===== src/rtl/bct_defines.svh =====
/*
  timing and encoding constants for the instruction decode and timing block.
  assumes inclusion by bare name from the package; the design files use its macros without including it.
*/
`ifndef BCT_DEFINES_SVH
`define BCT_DEFINES_SVH

`define BCT_OP_NOP 8'h00
`define BCT_OP_SPARE 8'ha5
`define BCT_OP_MOVC_PC 8'h83
`define BCT_OP_MOVC_DP 8'h93
`define BCT_OP_JMP_IND 8'h73
`define BCT_OP_SJMP 8'h80
`define BCT_OP_LJMP 8'h02
`define BCT_OP_LCALL 8'h12
`define BCT_OP_MOV_DP 8'h90
`define BCT_OP_JBC 8'h10
`define BCT_OP_JB 8'h20
`define BCT_OP_JNB 8'h30
`define BCT_OP_JC 8'h40
`define BCT_OP_JNC 8'h50
`define BCT_OP_JZ 8'h60
`define BCT_OP_JNZ 8'h70
`define BCT_OP_CJNE_AD 8'hb5
`define BCT_OP_CJNE_AI 8'hb4
`define BCT_OP_DJNZ_D 8'hd5
`define BCT_OP_PUSH 8'hc0
`define BCT_OP_POP 8'hd0
`define BCT_OP_XCHD_0 8'hd6
`define BCT_OP_XCHD_1 8'hd7
`define BCT_OP_MUL 8'ha4
`define BCT_OP_DIV 8'h84
`define BCT_OP_RET 8'h22
`define BCT_OP_RETI 8'h32

`define BCT_SFR_BOUND 8'h80
`define BCT_PAGE_MASK 16'hf800
`define BCT_CYC_MOVC_MIN 4'h4
`define BCT_CYC_MOVC_MAX 4'h7
`define BCT_CYC_MOVX 4'h3
`define BCT_CYC_ABS 4'h4
`define BCT_CYC_LONG 4'h5
`define BCT_CYC_RET 4'h6
`define BCT_CYC_MUL 4'h4
`define BCT_CYC_DIV 4'h8
`define BCT_CYC_CJNE_IND 4'h4
`define BCT_CYC_TAKEN_EXTRA 4'h2

`endif


===== src/rtl/bct_pkg.sv =====
/*
  types shared by the instruction decode and timing block.
  assumes bct_defines.svh is on the include path.
*/
package bct_pkg;
  `include "bct_defines.svh"

  // operand addressing class of the decoded opcode
  typedef enum logic [2:0] {
    BCT_AM_NONE,
    BCT_AM_REG,
    BCT_AM_IND,
    BCT_AM_DIR,
    BCT_AM_BIT,
    BCT_AM_CODE,
    BCT_AM_XDATA
  } bct_amode_t;

  // how the program counter moves after the instruction
  typedef enum logic [2:0] {
    BCT_FL_SEQ,
    BCT_FL_COND,
    BCT_FL_REL,
    BCT_FL_ABS11,
    BCT_FL_LONG,
    BCT_FL_IND,
    BCT_FL_RET
  } bct_flow_t;
endpackage : bct_pkg


===== src/rtl/bct_decode.sv =====
/*
  combinational opcode classifier: byte length, base cycles, operand and flow class.
  assumes an opcode from the same clock domain; no state is kept here.
*/
`timescale 1ns/10ps
module bct_decode
  import bct_pkg::*;
(
  // opcode in
  input wire logic [7:0] opcode,
  // decode results
  output logic [1:0] length,
  output logic [3:0] base_cycles,
  output bct_pkg::bct_amode_t amode,
  output bct_pkg::bct_flow_t flow,
  output logic clear_bit
);
  logic [3:0] lo;
  logic [3:0] hi;

  assign lo = opcode[3:0];
  assign hi = opcode[7:4];

  // table walk in opcode-map order; cycles equal bytes unless listed otherwise
  always_comb begin
    length = 2'd1;
    base_cycles = 4'h1;
    amode = BCT_AM_NONE;
    flow = BCT_FL_SEQ;
    clear_bit = 1'b0;
    if (lo >= 4'h8) begin
      amode = BCT_AM_REG;
      if (hi == 4'h7 || hi == 4'h8 || hi == 4'ha || hi == 4'hd) begin
        length = 2'd2;
        base_cycles = 4'h2;
      end
      if (hi == 4'hb) begin
        length = 2'd3;
        base_cycles = 4'h3;
        flow = BCT_FL_COND;
      end
      if (hi == 4'hd) flow = BCT_FL_COND;
    end else if (lo == 4'h6 || lo == 4'h7) begin
      amode = BCT_AM_IND;
      base_cycles = 4'h2;
      if (hi == 4'h7 || hi == 4'h8 || hi == 4'ha) length = 2'd2;
      if (hi == 4'hb) begin
        length = 2'd3;
        base_cycles = `BCT_CYC_CJNE_IND;
        flow = BCT_FL_COND;
      end
    end else if (lo == 4'h5) begin
      amode = BCT_AM_DIR;
      length = 2'd2;
      base_cycles = 4'h2;
      if (hi == 4'h7 || hi == 4'h8 || hi == 4'hb || hi == 4'hd) begin
        length = 2'd3;
        base_cycles = 4'h3;
      end
      if (hi == 4'hb || hi == 4'hd) flow = BCT_FL_COND;
      if (opcode == `BCT_OP_SPARE) begin
        amode = BCT_AM_NONE;
        length = 2'd1;
        base_cycles = 4'h1;
      end
    end else if (lo[3:0] == 4'h1) begin
      length = 2'd2;
      base_cycles = `BCT_CYC_ABS;
      flow = BCT_FL_ABS11;
    end else begin
      case (opcode)
        // plain no-operation; column 0 otherwise holds forms of one to three bytes
        `BCT_OP_NOP: base_cycles = 4'h1;
        `BCT_OP_CJNE_AI: begin
          length = 2'd3;
          base_cycles = 4'h3;
          flow = BCT_FL_COND;
        end
        `BCT_OP_LJMP, `BCT_OP_LCALL: begin
          length = 2'd3;
          base_cycles = `BCT_CYC_LONG;
          flow = BCT_FL_LONG;
        end
        `BCT_OP_SJMP: begin
          length = 2'd2;
          base_cycles = `BCT_CYC_ABS;
          flow = BCT_FL_REL;
        end
        `BCT_OP_JMP_IND: begin
          base_cycles = `BCT_CYC_ABS;
          flow = BCT_FL_IND;
        end
        `BCT_OP_RET, `BCT_OP_RETI: begin
          base_cycles = `BCT_CYC_RET;
          flow = BCT_FL_RET;
        end
        `BCT_OP_JBC, `BCT_OP_JB, `BCT_OP_JNB: begin
          length = 2'd3;
          base_cycles = 4'h3;
          amode = BCT_AM_BIT;
          flow = BCT_FL_COND;
          clear_bit = (opcode == `BCT_OP_JBC);
        end
        `BCT_OP_JC, `BCT_OP_JNC, `BCT_OP_JZ, `BCT_OP_JNZ: begin
          length = 2'd2;
          base_cycles = 4'h2;
          flow = BCT_FL_COND;
        end
        `BCT_OP_MOV_DP: begin
          length = 2'd3;
          base_cycles = 4'h3;
        end
        `BCT_OP_MOVC_PC, `BCT_OP_MOVC_DP: begin
          amode = BCT_AM_CODE;
          base_cycles = `BCT_CYC_MOVC_MIN;
        end
        `BCT_OP_MUL: base_cycles = `BCT_CYC_MUL;
        `BCT_OP_DIV: base_cycles = `BCT_CYC_DIV;
        8'he0, 8'he2, 8'he3, 8'hf0, 8'hf2, 8'hf3: begin
          amode = BCT_AM_XDATA;
          base_cycles = `BCT_CYC_MOVX;
        end
        default: begin
          // rows 4..7 col 2..4, bit ops, push/pop and one-byte accumulator ops
          if (lo == 4'h2) begin
            length = 2'd2;
            base_cycles = 4'h2;
            amode = (hi >= 4'h7) ? BCT_AM_BIT : BCT_AM_DIR;
          end else if (lo == 4'h3 && hi >= 4'h4 && hi <= 4'h6) begin
            // rows 4..6 of column 3 take a direct address and an immediate: three bytes
            length = 2'd3;
            base_cycles = 4'h3;
            amode = BCT_AM_DIR;
          end else if (lo == 4'h0) begin
            length = 2'd2;
            base_cycles = 4'h2;
            amode = BCT_AM_DIR;
          end else if (lo == 4'h4 && hi >= 4'h2 && hi <= 4'h9) begin
            length = 2'd2;
            base_cycles = 4'h2;
          end else if (lo == 4'h4 && hi == 4'h7) begin
            length = 2'd2;
            base_cycles = 4'h2;
          end else begin
            base_cycles = 4'h1;
          end
        end
      endcase
    end
  end
endmodule : bct_decode


===== src/rtl/bct_timing.sv =====
/*
  instruction timing sequencer: accepts one opcode with operands, counts its cycles,
  resolves the branch target and operand addresses, and marks completion.
  assumes opcode, operand bytes, branch outcome and current pc come from same-clock
  core logic; prefetch is taken to be on, the only setting this timing covers.
*/
`timescale 1ns/10ps
module bct_timing
  import bct_pkg::*;
(
  // clock and reset
  input wire logic CLOCK,
  input wire logic RSTN,
  // instruction issue
  input wire logic ISSUE,
  input wire logic [7:0] OPCODE,
  input wire logic [7:0] OPERAND1,
  input wire logic [7:0] OPERAND2,
  input wire logic [15:0] NEXT_PC,
  input wire logic [15:0] DATA_POINTER,
  input wire logic [7:0] ACC,
  input wire logic COND_TRUE,
  input wire logic [1:0] BANK_SELECT,
  input wire logic [7:0] PTR_REG_VALUE,
  // flash timing
  input wire logic [1:0] MOVC_EXTRA,
  // results
  output logic BUSY,
  output logic DONE,
  output logic [1:0] LENGTH,
  output logic [3:0] CYCLES,
  output logic BRANCH,
  output logic [15:0] TARGET,
  output logic [7:0] DATA_ADDR,
  output logic SFR_SELECT,
  output logic CLEAR_BIT
);
  import bct_pkg::*;

  logic [1:0] dec_length;
  logic [3:0] dec_cycles;
  bct_amode_t dec_amode;
  bct_flow_t dec_flow;
  logic dec_clear;
  logic [3:0] total_cycles;
  logic taken;
  logic [15:0] target_next;
  logic [7:0] addr_next;

  logic busy_reg;
  logic done_reg;
  logic [3:0] count_reg;
  logic [1:0] length_reg;
  logic [3:0] cycles_reg;
  logic branch_reg;
  logic [15:0] target_reg;
  logic [7:0] addr_reg;
  logic sfr_reg;
  logic clear_reg;

  // sign-extended relative offset added to the following instruction address
  function automatic logic [15:0] rel_target(input logic [15:0] pc, input logic [7:0] off);
    rel_target = pc + {{8{off[7]}}, off};
  endfunction : rel_target

  // opcode map decode, shared table for length and base cost
  bct_decode u_decode (
    .opcode(OPCODE),
    .length(dec_length),
    .base_cycles(dec_cycles),
    .amode(dec_amode),
    .flow(dec_flow),
    .clear_bit(dec_clear)
  );

  // branch outcome; unconditional transfers are always taken
  assign taken = (dec_flow != BCT_FL_SEQ) && (dec_flow != BCT_FL_COND || COND_TRUE);

  // cost: not-taken is the base, taken adds two; code loads add flash wait
  always_comb begin
    total_cycles = dec_cycles;
    if (dec_flow == BCT_FL_COND && COND_TRUE) begin
      total_cycles = dec_cycles + `BCT_CYC_TAKEN_EXTRA;
    end
    if (dec_amode == BCT_AM_CODE) begin
      total_cycles = `BCT_CYC_MOVC_MIN + {2'b00, MOVC_EXTRA};
    end
  end

  // destination address by flow class
  always_comb begin
    case (dec_flow)
      BCT_FL_COND: target_next = rel_target(NEXT_PC, (dec_length == 2'd3) ? OPERAND2 : OPERAND1);
      BCT_FL_REL: target_next = rel_target(NEXT_PC, OPERAND1);
      BCT_FL_ABS11: target_next = (NEXT_PC & `BCT_PAGE_MASK) | {5'h00, OPCODE[7:5], OPERAND1};
      BCT_FL_LONG: target_next = {OPERAND1, OPERAND2};
      BCT_FL_IND: target_next = DATA_POINTER + {8'h00, ACC};
      default: target_next = NEXT_PC;
    endcase
  end

  // data-space address for the operand; registers map into the selected bank
  always_comb begin
    case (dec_amode)
      BCT_AM_REG: addr_next = {3'b000, BANK_SELECT, OPCODE[2:0]};
      BCT_AM_IND: addr_next = PTR_REG_VALUE;
      BCT_AM_DIR: addr_next = OPERAND1;
      BCT_AM_BIT: addr_next = OPERAND1;
      default: addr_next = 8'h00;
    endcase
  end

  // cycle counter: busy from issue until the last cycle of the instruction
  always_ff @(posedge CLOCK or negedge RSTN) begin
    if (!RSTN) begin
      busy_reg <= 1'b0;
      count_reg <= 4'h0;
    end else if (ISSUE && !busy_reg) begin
      busy_reg <= (total_cycles > 4'h1);
      count_reg <= total_cycles - 4'h1;
    end else if (busy_reg) begin
      count_reg <= count_reg - 4'h1;
      if (count_reg == 4'h1) busy_reg <= 1'b0;
    end
  end

  // one-cycle completion pulse in the instruction's last cycle
  always_ff @(posedge CLOCK or negedge RSTN) begin
    if (!RSTN) begin
      done_reg <= 1'b0;
    end else begin
      done_reg <= (ISSUE && !busy_reg && total_cycles == 4'h1) || (busy_reg && count_reg == 4'h1);
    end
  end

  // decoded results captured at issue, held until the next issue
  always_ff @(posedge CLOCK or negedge RSTN) begin
    if (!RSTN) begin
      length_reg <= 2'd0;
      cycles_reg <= 4'h0;
      branch_reg <= 1'b0;
      target_reg <= 16'h0000;
      addr_reg <= 8'h00;
      sfr_reg <= 1'b0;
      clear_reg <= 1'b0;
    end else if (ISSUE && !busy_reg) begin
      length_reg <= dec_length;
      cycles_reg <= total_cycles;
      branch_reg <= taken;
      target_reg <= taken ? target_next : NEXT_PC;
      addr_reg <= addr_next;
      sfr_reg <= (dec_amode == BCT_AM_DIR || dec_amode == BCT_AM_BIT) && (addr_next >= `BCT_SFR_BOUND);
      clear_reg <= dec_clear && COND_TRUE;
    end
  end

  // outputs straight from flip-flops
  assign BUSY = busy_reg;
  assign DONE = done_reg;
  assign LENGTH = length_reg;
  assign CYCLES = cycles_reg;
  assign BRANCH = branch_reg;
  assign TARGET = target_reg;
  assign DATA_ADDR = addr_reg;
  assign SFR_SELECT = sfr_reg;
  assign CLEAR_BIT = clear_reg;
endmodule : bct_timing


===== config.mk =====
export PLATFORM = sky130hd
export DESIGN_NAME = bct_timing
export DESIGN_NICKNAME = d
export VERILOG_FILES = /design/src/rtl/bct_pkg.sv /design/src/rtl/bct_decode.sv /design/src/rtl/bct_timing.sv
export VERILOG_INCLUDE_DIRS = /design/src /design/src/rtl
export SDC_FILE = /design/constraint.sdc
export NUM_CORES = 1
export LEC_CHECK = 0
export BUFFER_PORTS_ARGS = -buffer_cell sky130_fd_sc_hd__buf_2
export CAP_MARGIN = 20
export CORE_MARGIN = 5
export CORE_UTILIZATION = 55
export CTS_BUF_LIST = sky130_fd_sc_hd__clkbuf_2 sky130_fd_sc_hd__clkbuf_4 sky130_fd_sc_hd__clkbuf_8
export DETAILED_ROUTE_END_ITERATION = 8
export HOLD_SLACK_MARGIN = 0.08
export MAX_ROUTING_LAYER = met4
export PLACE_DENSITY = 0.91
export SYNTH_ARGS = -nofsm -noshare
export SYNTH_HDL_FRONTEND = slang
export SYNTH_SLANG_ARGS = --single-unit

===== constraint.sdc =====
create_clock -name CLOCK -period 5 [get_ports CLOCK]
set_input_delay 0.25 -clock CLOCK [delete_from_list [all_inputs] [get_ports CLOCK]]
set_output_delay 0.25 -clock CLOCK [all_outputs]
set_load 0.01 [all_outputs]

==> impl_metrics.env, run 1 <==
export IMPL_synth_edf_count=0
export IMPL_io_pins=115
export IMPL_critPathCaptureType="register"
export IMPL_post_synth_num_cell_types=72
export IMPL_yosys_top_cells_count="nand2_1 (58), nor2_1 (50), dfrtp_1 (39)"
export IMPL_vdd_ir_drop_max_mv=0.164
export IMPL_gr_usage_all_layers_pct=30.8
export IMPL_portBuffers=114
export IMPL_synth_net_count=678
export IMPL_clock_sinks=39
export IMPL_finalHoldViolCount=0
export IMPL_post_cts_buffers=0
export IMPL_grt_pass1_vias=4779
export IMPL_multi_input_area_um2=3240
export IMPL_worstPathArrival_ps=4830
export IMPL_tns_ps=0
export IMPL_drc_errors=0
export IMPL_status="finished clean"
export IMPL_startpoint_type="primary input"
export IMPL_post_synth_cell_area_avg_um2=7.90
export IMPL_clk_latency_ps=300
export IMPL_period_needed_ps=4640
export IMPL_rsz0062_at_grt="false"
export IMPL_synth_ff_type="dfrtp_1"
export IMPL_synthArstFlopShare_pct=100
export IMPL_initial_core_util_pct=57.2
export IMPL_wl_per_cell_um=19.8
export IMPL_place_ws_ps=176
export IMPL_core_area_um2=7810
export IMPL_synth_top_cells_by_area="dfrtp_1 (22%), ha_1 (8.4%), nand2_1 (4.9%)"
export IMPL_synth_area_um2=4470
export IMPL_drive_gt1_share_pct=24.8
export IMPL_via_per_inst=6.51
export IMPL_drt_pass1_iterations=7
export IMPL_grt_overflow=0
export IMPL_fin_nets=777
export IMPL_syn_inst=566
export IMPL_grt_pass1_wl_mm=24.2
export IMPL_largest_reg_flops=16
export IMPL_synth_seq_cells=39
export IMPL_seqCellArea_um2=976
export IMPL_wirelength_mm=15.2
export IMPL_worstPathMaxFanout=22
export IMPL_hp_class="primary input to register"
export IMPL_finalCritPeriodShare_pct=92.8
export IMPL_maxCapViolCount=0
export IMPL_dieWidth_um=100
export IMPL_path_clk_slew_ps=80
export IMPL_seq_area_frac_synth_pct=21.8
export IMPL_area_delta_synth_final_pct=17.1
export IMPL_dp_hpwl_mm=11.6
export IMPL_p_total_mw=1.74
export IMPL_ctsRootBufferMaster="clkbuf_8"
export IMPL_cts_made_buffers=5
export IMPL_ant_nets=0
export IMPL_drtIter0Drc=527
export IMPL_power_density_nw_per_um2=332
export IMPL_synth_top_cell_area_share_pct=21.8
export IMPL_final_max_slew_violation_count=0
export IMPL_crit_type="primary input to register"
export IMPL_grt_max_degree=53
export IMPL_fmax_ghz=0.216
export IMPL_cts_tree="yes"
export IMPL_synth_largest_area_cell="dfrtp_1"
export IMPL_vias=5003
export IMPL_leakagePower_nw=2.43
export IMPL_num_rows=32
export IMPL_fin_ws_ps=361
export IMPL_required_ps=5190
export IMPL_finalSetupViolCount=0
export IMPL_skew_ps=3.98
export IMPL_gp_congestion=0.976
export IMPL_die_h_um=100
export IMPL_synth_most_common_cell="nand2_1"
export IMPL_relSlewSlack_pct=37.8
export IMPL_die_area_um2=10000
export IMPL_num_fill_cells=678
export IMPL_ys_warnings_count=0
export IMPL_antenna_found_initial=0
export IMPL_htree_levels=2
export IMPL_tightest_slew_ps=930
export IMPL_clockBufferDepth=2
## layer usage
| metal | vias up | share of wire [%] | GRT usage [%] |
|---|---|---|---|
| met5 | - | 0 | - |
| met3 | 41 | 11 | 5.70 |
| met1 | 2332 | 41 | 41.5 |
| li1 | 2330 | - | - |
| met4 | 0 | 2.7 | 10.6 |
| met2 | 300 | 45 | 46.5 |
## layout by cell type (no fill, tap or decap), types with 4 or more instances in the layout
cell,instances
buf_2,114
nand2_1,58
nor2_1,50
dfrtp_1,39
o21ai_0,36
a21oi_1,35
ha_1,30
xnor2_1,20
inv_1,17
nand3_1,17
nor3_1,16
buf_4,16
a21o_1,13
a31oi_1,12
a222oi_1,12
xor2_1,11
a221oi_1,10
and3_1,9
mux2_2,8
nor2b_1,7
and4_1,6
nand2b_1,6
o211ai_1,6
o21ai_1,6
clkbuf_8,6
a211o_1,5
o31ai_1,5
or3_1,5
o22ai_1,5
nand3b_1,5
o21a_1,5
nand4_1,4
a211oi_1,4
mux2i_1,4
o21bai_1,4
a22oi_1,4
## per-stage QoR
stage	utilization [%]	std cells	area, um^2	hold WS (ps)
2_1_floorplan	-	566	4470	-45.6
3_3_place_gp	65.4	759	5100	400
3_5_place_dp	65.4	759	5100	403
4_1_cts	67.0	768	5230	224
5_1_grt	67.0	768	5230	232
6_report	67.0	769	5230	232
## cell families (layout without fill, tap and decap cells)
family,Yosys count,in the layout,share of synthesized area [%]
multiplexers,13,13,3.25
flip-flops,39,39,21.8
other,0,1,0
AND/OR/NAND/NOR,208,208,24.5
XOR/XNOR,31,31,6.08
adder cells (fa/ha/maj),32,32,9.29
AO/OA/AOI/OAI,187,187,29.3
buffers and inverters,56,156,5.80
## cell type report
| class | count | share of cell area [%] |
|---|---|---|
| Inverter | 17 | 1.22 |
| Sequential cell | 39 | 18.7 |
| Tap cell | 102 | 2.44 |
| Clock inverter | 2 | 0.670 |
| Timing Repair Buffer | 131 | 13.4 |
| Multi-Input combinational cell | 471 | 62.0 |
| Clock buffer | 6 | 1.58 |
| Antenna cell | 1 | 0.0478 |
## power by group
| part | leakage (nW) | switching, mW | total [mW] | internal [mW] |
|---|---|---|---|---|
| logic | 1.89 | 0.522 | 0.898 | 0.376 |
| clock network | 0.0612 | 0.120 | 0.281 | 0.162 |
| registers | 0.479 | 0.0937 | 0.556 | 0.462 |
## worst max-delay path, cell delays in order
cell	delay (ps)
buf_2	330
or3b_1	470
nor3_4	250
a311oi_1	90
and4_1	230
or3_1	310
or2_1	320
buf_4	200
mux2_2	290
ha_1	330
a21oi_1	160
o21ai_0	170
o31ai_1	390
a31oi_1	180
o21a_1	200
nor2_1	170
xnor2_1	170
mux2i_1	220
a21oi_1	80
## final timing paths
path,slack [ps],to,cells after the start,from
setup / recovery,360,TARGET[15],19,OPCODE[7]
hold / removal,230,DATA_ADDR[5],3,PTR_REG_VALUE[5]
setup reg to reg,2820,TARGET[15],8,BUSY
hold reg to reg,480,TARGET[7],2,TARGET[7]
max in group asynchronous,3870,TARGET[4],2,RSTN
min in group asynchronous,590,count_reg[0],2,RSTN
## repair_timing
action	CTS	global route
hold buffers	1	0
gates resized for setup	0	0
endpoints found under the hold margin	8	0
No activity file was read; power rests on OpenSTA's default activity.
==> inputs of run 2 (changes only) <==
CORE_UTILIZATION = 50   (was 55)
PLACE_DENSITY = 0.88   (was 0.91)
clock period = 3.74 ns   (was 5 ns; I/O delays follow)
==> run 2 against run 1 <==
Effect of this change:
- the run now ends with setup timing left
- via count increased by 12%
- die area grew 9.0%
- global-route usage is 2.2 points higher
- sequential share of layout area decreased by 3.1 points
- combinational power increased by 57%
- register-to-register slack worse by 1100 ps
- non-clock buffer count up 99
- critical path type unchanged
- highest routed layer unchanged
==> impl_metrics.env, run 2 (same netlist as run 1, synthesis figures left out) <==
export IMPL_status="finished with violations"
export IMPL_failed_checks="setup timing"
export IMPL_place_ws_ps=-726
export IMPL_grt_max_degree=52
export IMPL_fmax_ghz=0.255
export IMPL_gr_usage_all_layers_pct=33.0
export IMPL_n_antenna_cell=0
export IMPL_clk_latency_ps=310
export IMPL_cts_tree="yes"
export IMPL_core_area_um2=8720
export IMPL_maxCapViolCount=0
export IMPL_fin_nets=876
export IMPL_largest_reg_flops=16
export IMPL_tightest_slew_ps=921
export IMPL_crit_type="primary input to register"
export IMPL_via_per_inst=6.41
export IMPL_startpoint_type="primary input"
export IMPL_combPwrFrac_pct=55.1
export IMPL_critPathCaptureType="register"
export IMPL_layout_commonest_cell="buf_4"
export IMPL_p_int_mw=1.44
export IMPL_power_density_nw_per_um2=408
export IMPL_area_delta_synth_final_pct=40.1
export IMPL_power_switching_mw=1.11
export IMPL_io_pins=115
export IMPL_vdd_ir_drop_max_mv=0.277
export IMPL_worstPathMaxFanout=7
export IMPL_ctsRootBufferMaster="clkbuf_8"
export IMPL_seqPwrFrac_pct=29.8
export IMPL_dp_hpwl_mm=14.1
export IMPL_drive_gt1_share_pct=39.9
export IMPL_num_rows=34
export IMPL_final_util_pct=71.8
export IMPL_period_needed_ps=3930
export IMPL_required_ps=3930
export IMPL_wirelength_mm=18.3
export IMPL_drtIter0Drc=562
export IMPL_dieWidth_um=105
export IMPL_finalHoldViolCount=0
export IMPL_die_h_um=105
export IMPL_clockBufferDepth=2
export IMPL_leakagePower_nw=2.97
export IMPL_path_clk_slew_ps=100
export IMPL_switching_share_pct=43.5
export IMPL_wl_per_cell_um=20.9
export IMPL_ant_nets=0
export IMPL_gp_congestion=0.945
export IMPL_placed_cell_area_um2=5880
export IMPL_design_area_um2=6260
export IMPL_finalCritPeriodShare_pct=105
export IMPL_antenna_found_initial=0
export IMPL_num_fill_cells=694
export IMPL_worstPathArrival_ps=4110
export IMPL_vias=5592
export IMPL_initial_core_util_pct=51.2
export IMPL_finalSetupViolCount=9
export IMPL_clockPowerShare_pct=15.1
export IMPL_grt_pass1_vias=5543
export IMPL_p_total_mw=2.55
export IMPL_grt_pass1_wl_mm=28.9
export IMPL_drt_pass1_iterations=8
export IMPL_rsz0062_at_grt="true"
export IMPL_final_max_slew_violation_count=0
export IMPL_relSlewSlack_pct=38.6
export IMPL_grt_overflow=0
export IMPL_final_cell_mix="buf_4 (115), buf_2 (109), nand2_1 (57)"
export IMPL_hp_class="primary input to register"
export IMPL_cts_made_buffers=5
export IMPL_htree_levels=2
export IMPL_die_area_um2=10900
export IMPL_drc_errors=0
export IMPL_portBuffers=114
export IMPL_skew_ps=13.1
export IMPL_clock_sinks=39
export IMPL_fin_ws_ps=-186
-- run 2: cell count changes in the layout (fill, tap and decap cells not counted), sizes merged --
| cell | before | now |
|---|---|---|
| clkinv | 1 | 2 |
| diode | 1 | 0 |
| clkbuf | 6 | 5 |
| buf | 130 | 229 |
-- run 2: critical path: stages --
cell	delay, ps
buf_8	100
or4b_4	580
nor3_4	170
a311oi_2	60
and4_1	200
or3_4	330
or2_4	310
mux2_4	240
ha_4	140
inv_2	40
fa_2	320
nand3b_1	200
a21oi_2	160
o21a_1	150
o21ai_2	80
a21oi_2	230
a31oi_2	140
xnor2_1	160
a221oi_1	250
nor3_1	70
-- run 2: metrics by stage --
step                setup TNS [ps]  hold slack, ps  instances
finish                       -1030             149        873
global route                 -2280             187        873
CTS                           -429             161        873
detailed placement           -6190             372        852
global placement             -6240             348        852
floorplan                    -1030            -109        566
-- run 2: final cells by class --
type	instances	area [um^2]	share of cell area, %
Clock buffer	5	68.8	1.10
Clock inverter	3	43.8	0.699
Inverter	17	63.8	1.02
Multi-Input combinational cell	471	3490	55.7
Sequential cell	39	976	15.6
Tap cell	108	135	2.16
Timing Repair Buffer	230	1490	23.8
-- run 2: power groups by stage --
stage | Combinational (mW) | Sequential (mW) | Clock (mW)
finish | 1.41 | 0.761 | 0.387
floorplan | 0.712 | 0.811 | 0
global route | 1.53 | 0.781 | 0.405
detailed placement | 1.33 | 0.763 | 0
CTS | 1.37 | 0.757 | 0.381
global placement | 1.28 | 0.747 | 0
-- run 2: path summary, 6_finish.rpt --
check                                       from            to  slack, ps  depth (start not counted)
worst max-delay path                   OPCODE[3]    TARGET[12]       -190                         20
worst min-delay path            PTR_REG_VALUE[6]  DATA_ADDR[6]        150                          3
worst max register to register              BUSY    TARGET[15]       1680                          7
worst min register to register         CLEAR_BIT     CLEAR_BIT        470                          2
max in group asynchronous                   RSTN     TARGET[9]       2610                          2
min in group asynchronous                   RSTN     CLEAR_BIT        540                          2
-- run 2: layer usage --
layer	up-vias	track usage, %	share of wire, %
met3	60	4.81	9.2
met5	-	-	0
met4	0	9.34	2.7
met2	363	51.8	47
met1	2643	44.6	41
li1	2526	-	-
-- run 2: timing repair --
item,CTS,global route
hold endpoints to repair,39,0
pin swaps,22,10
resized for setup,30,13
buffers inserted,12,0
hold buffers,1,0
setup endpoints to repair,10,10
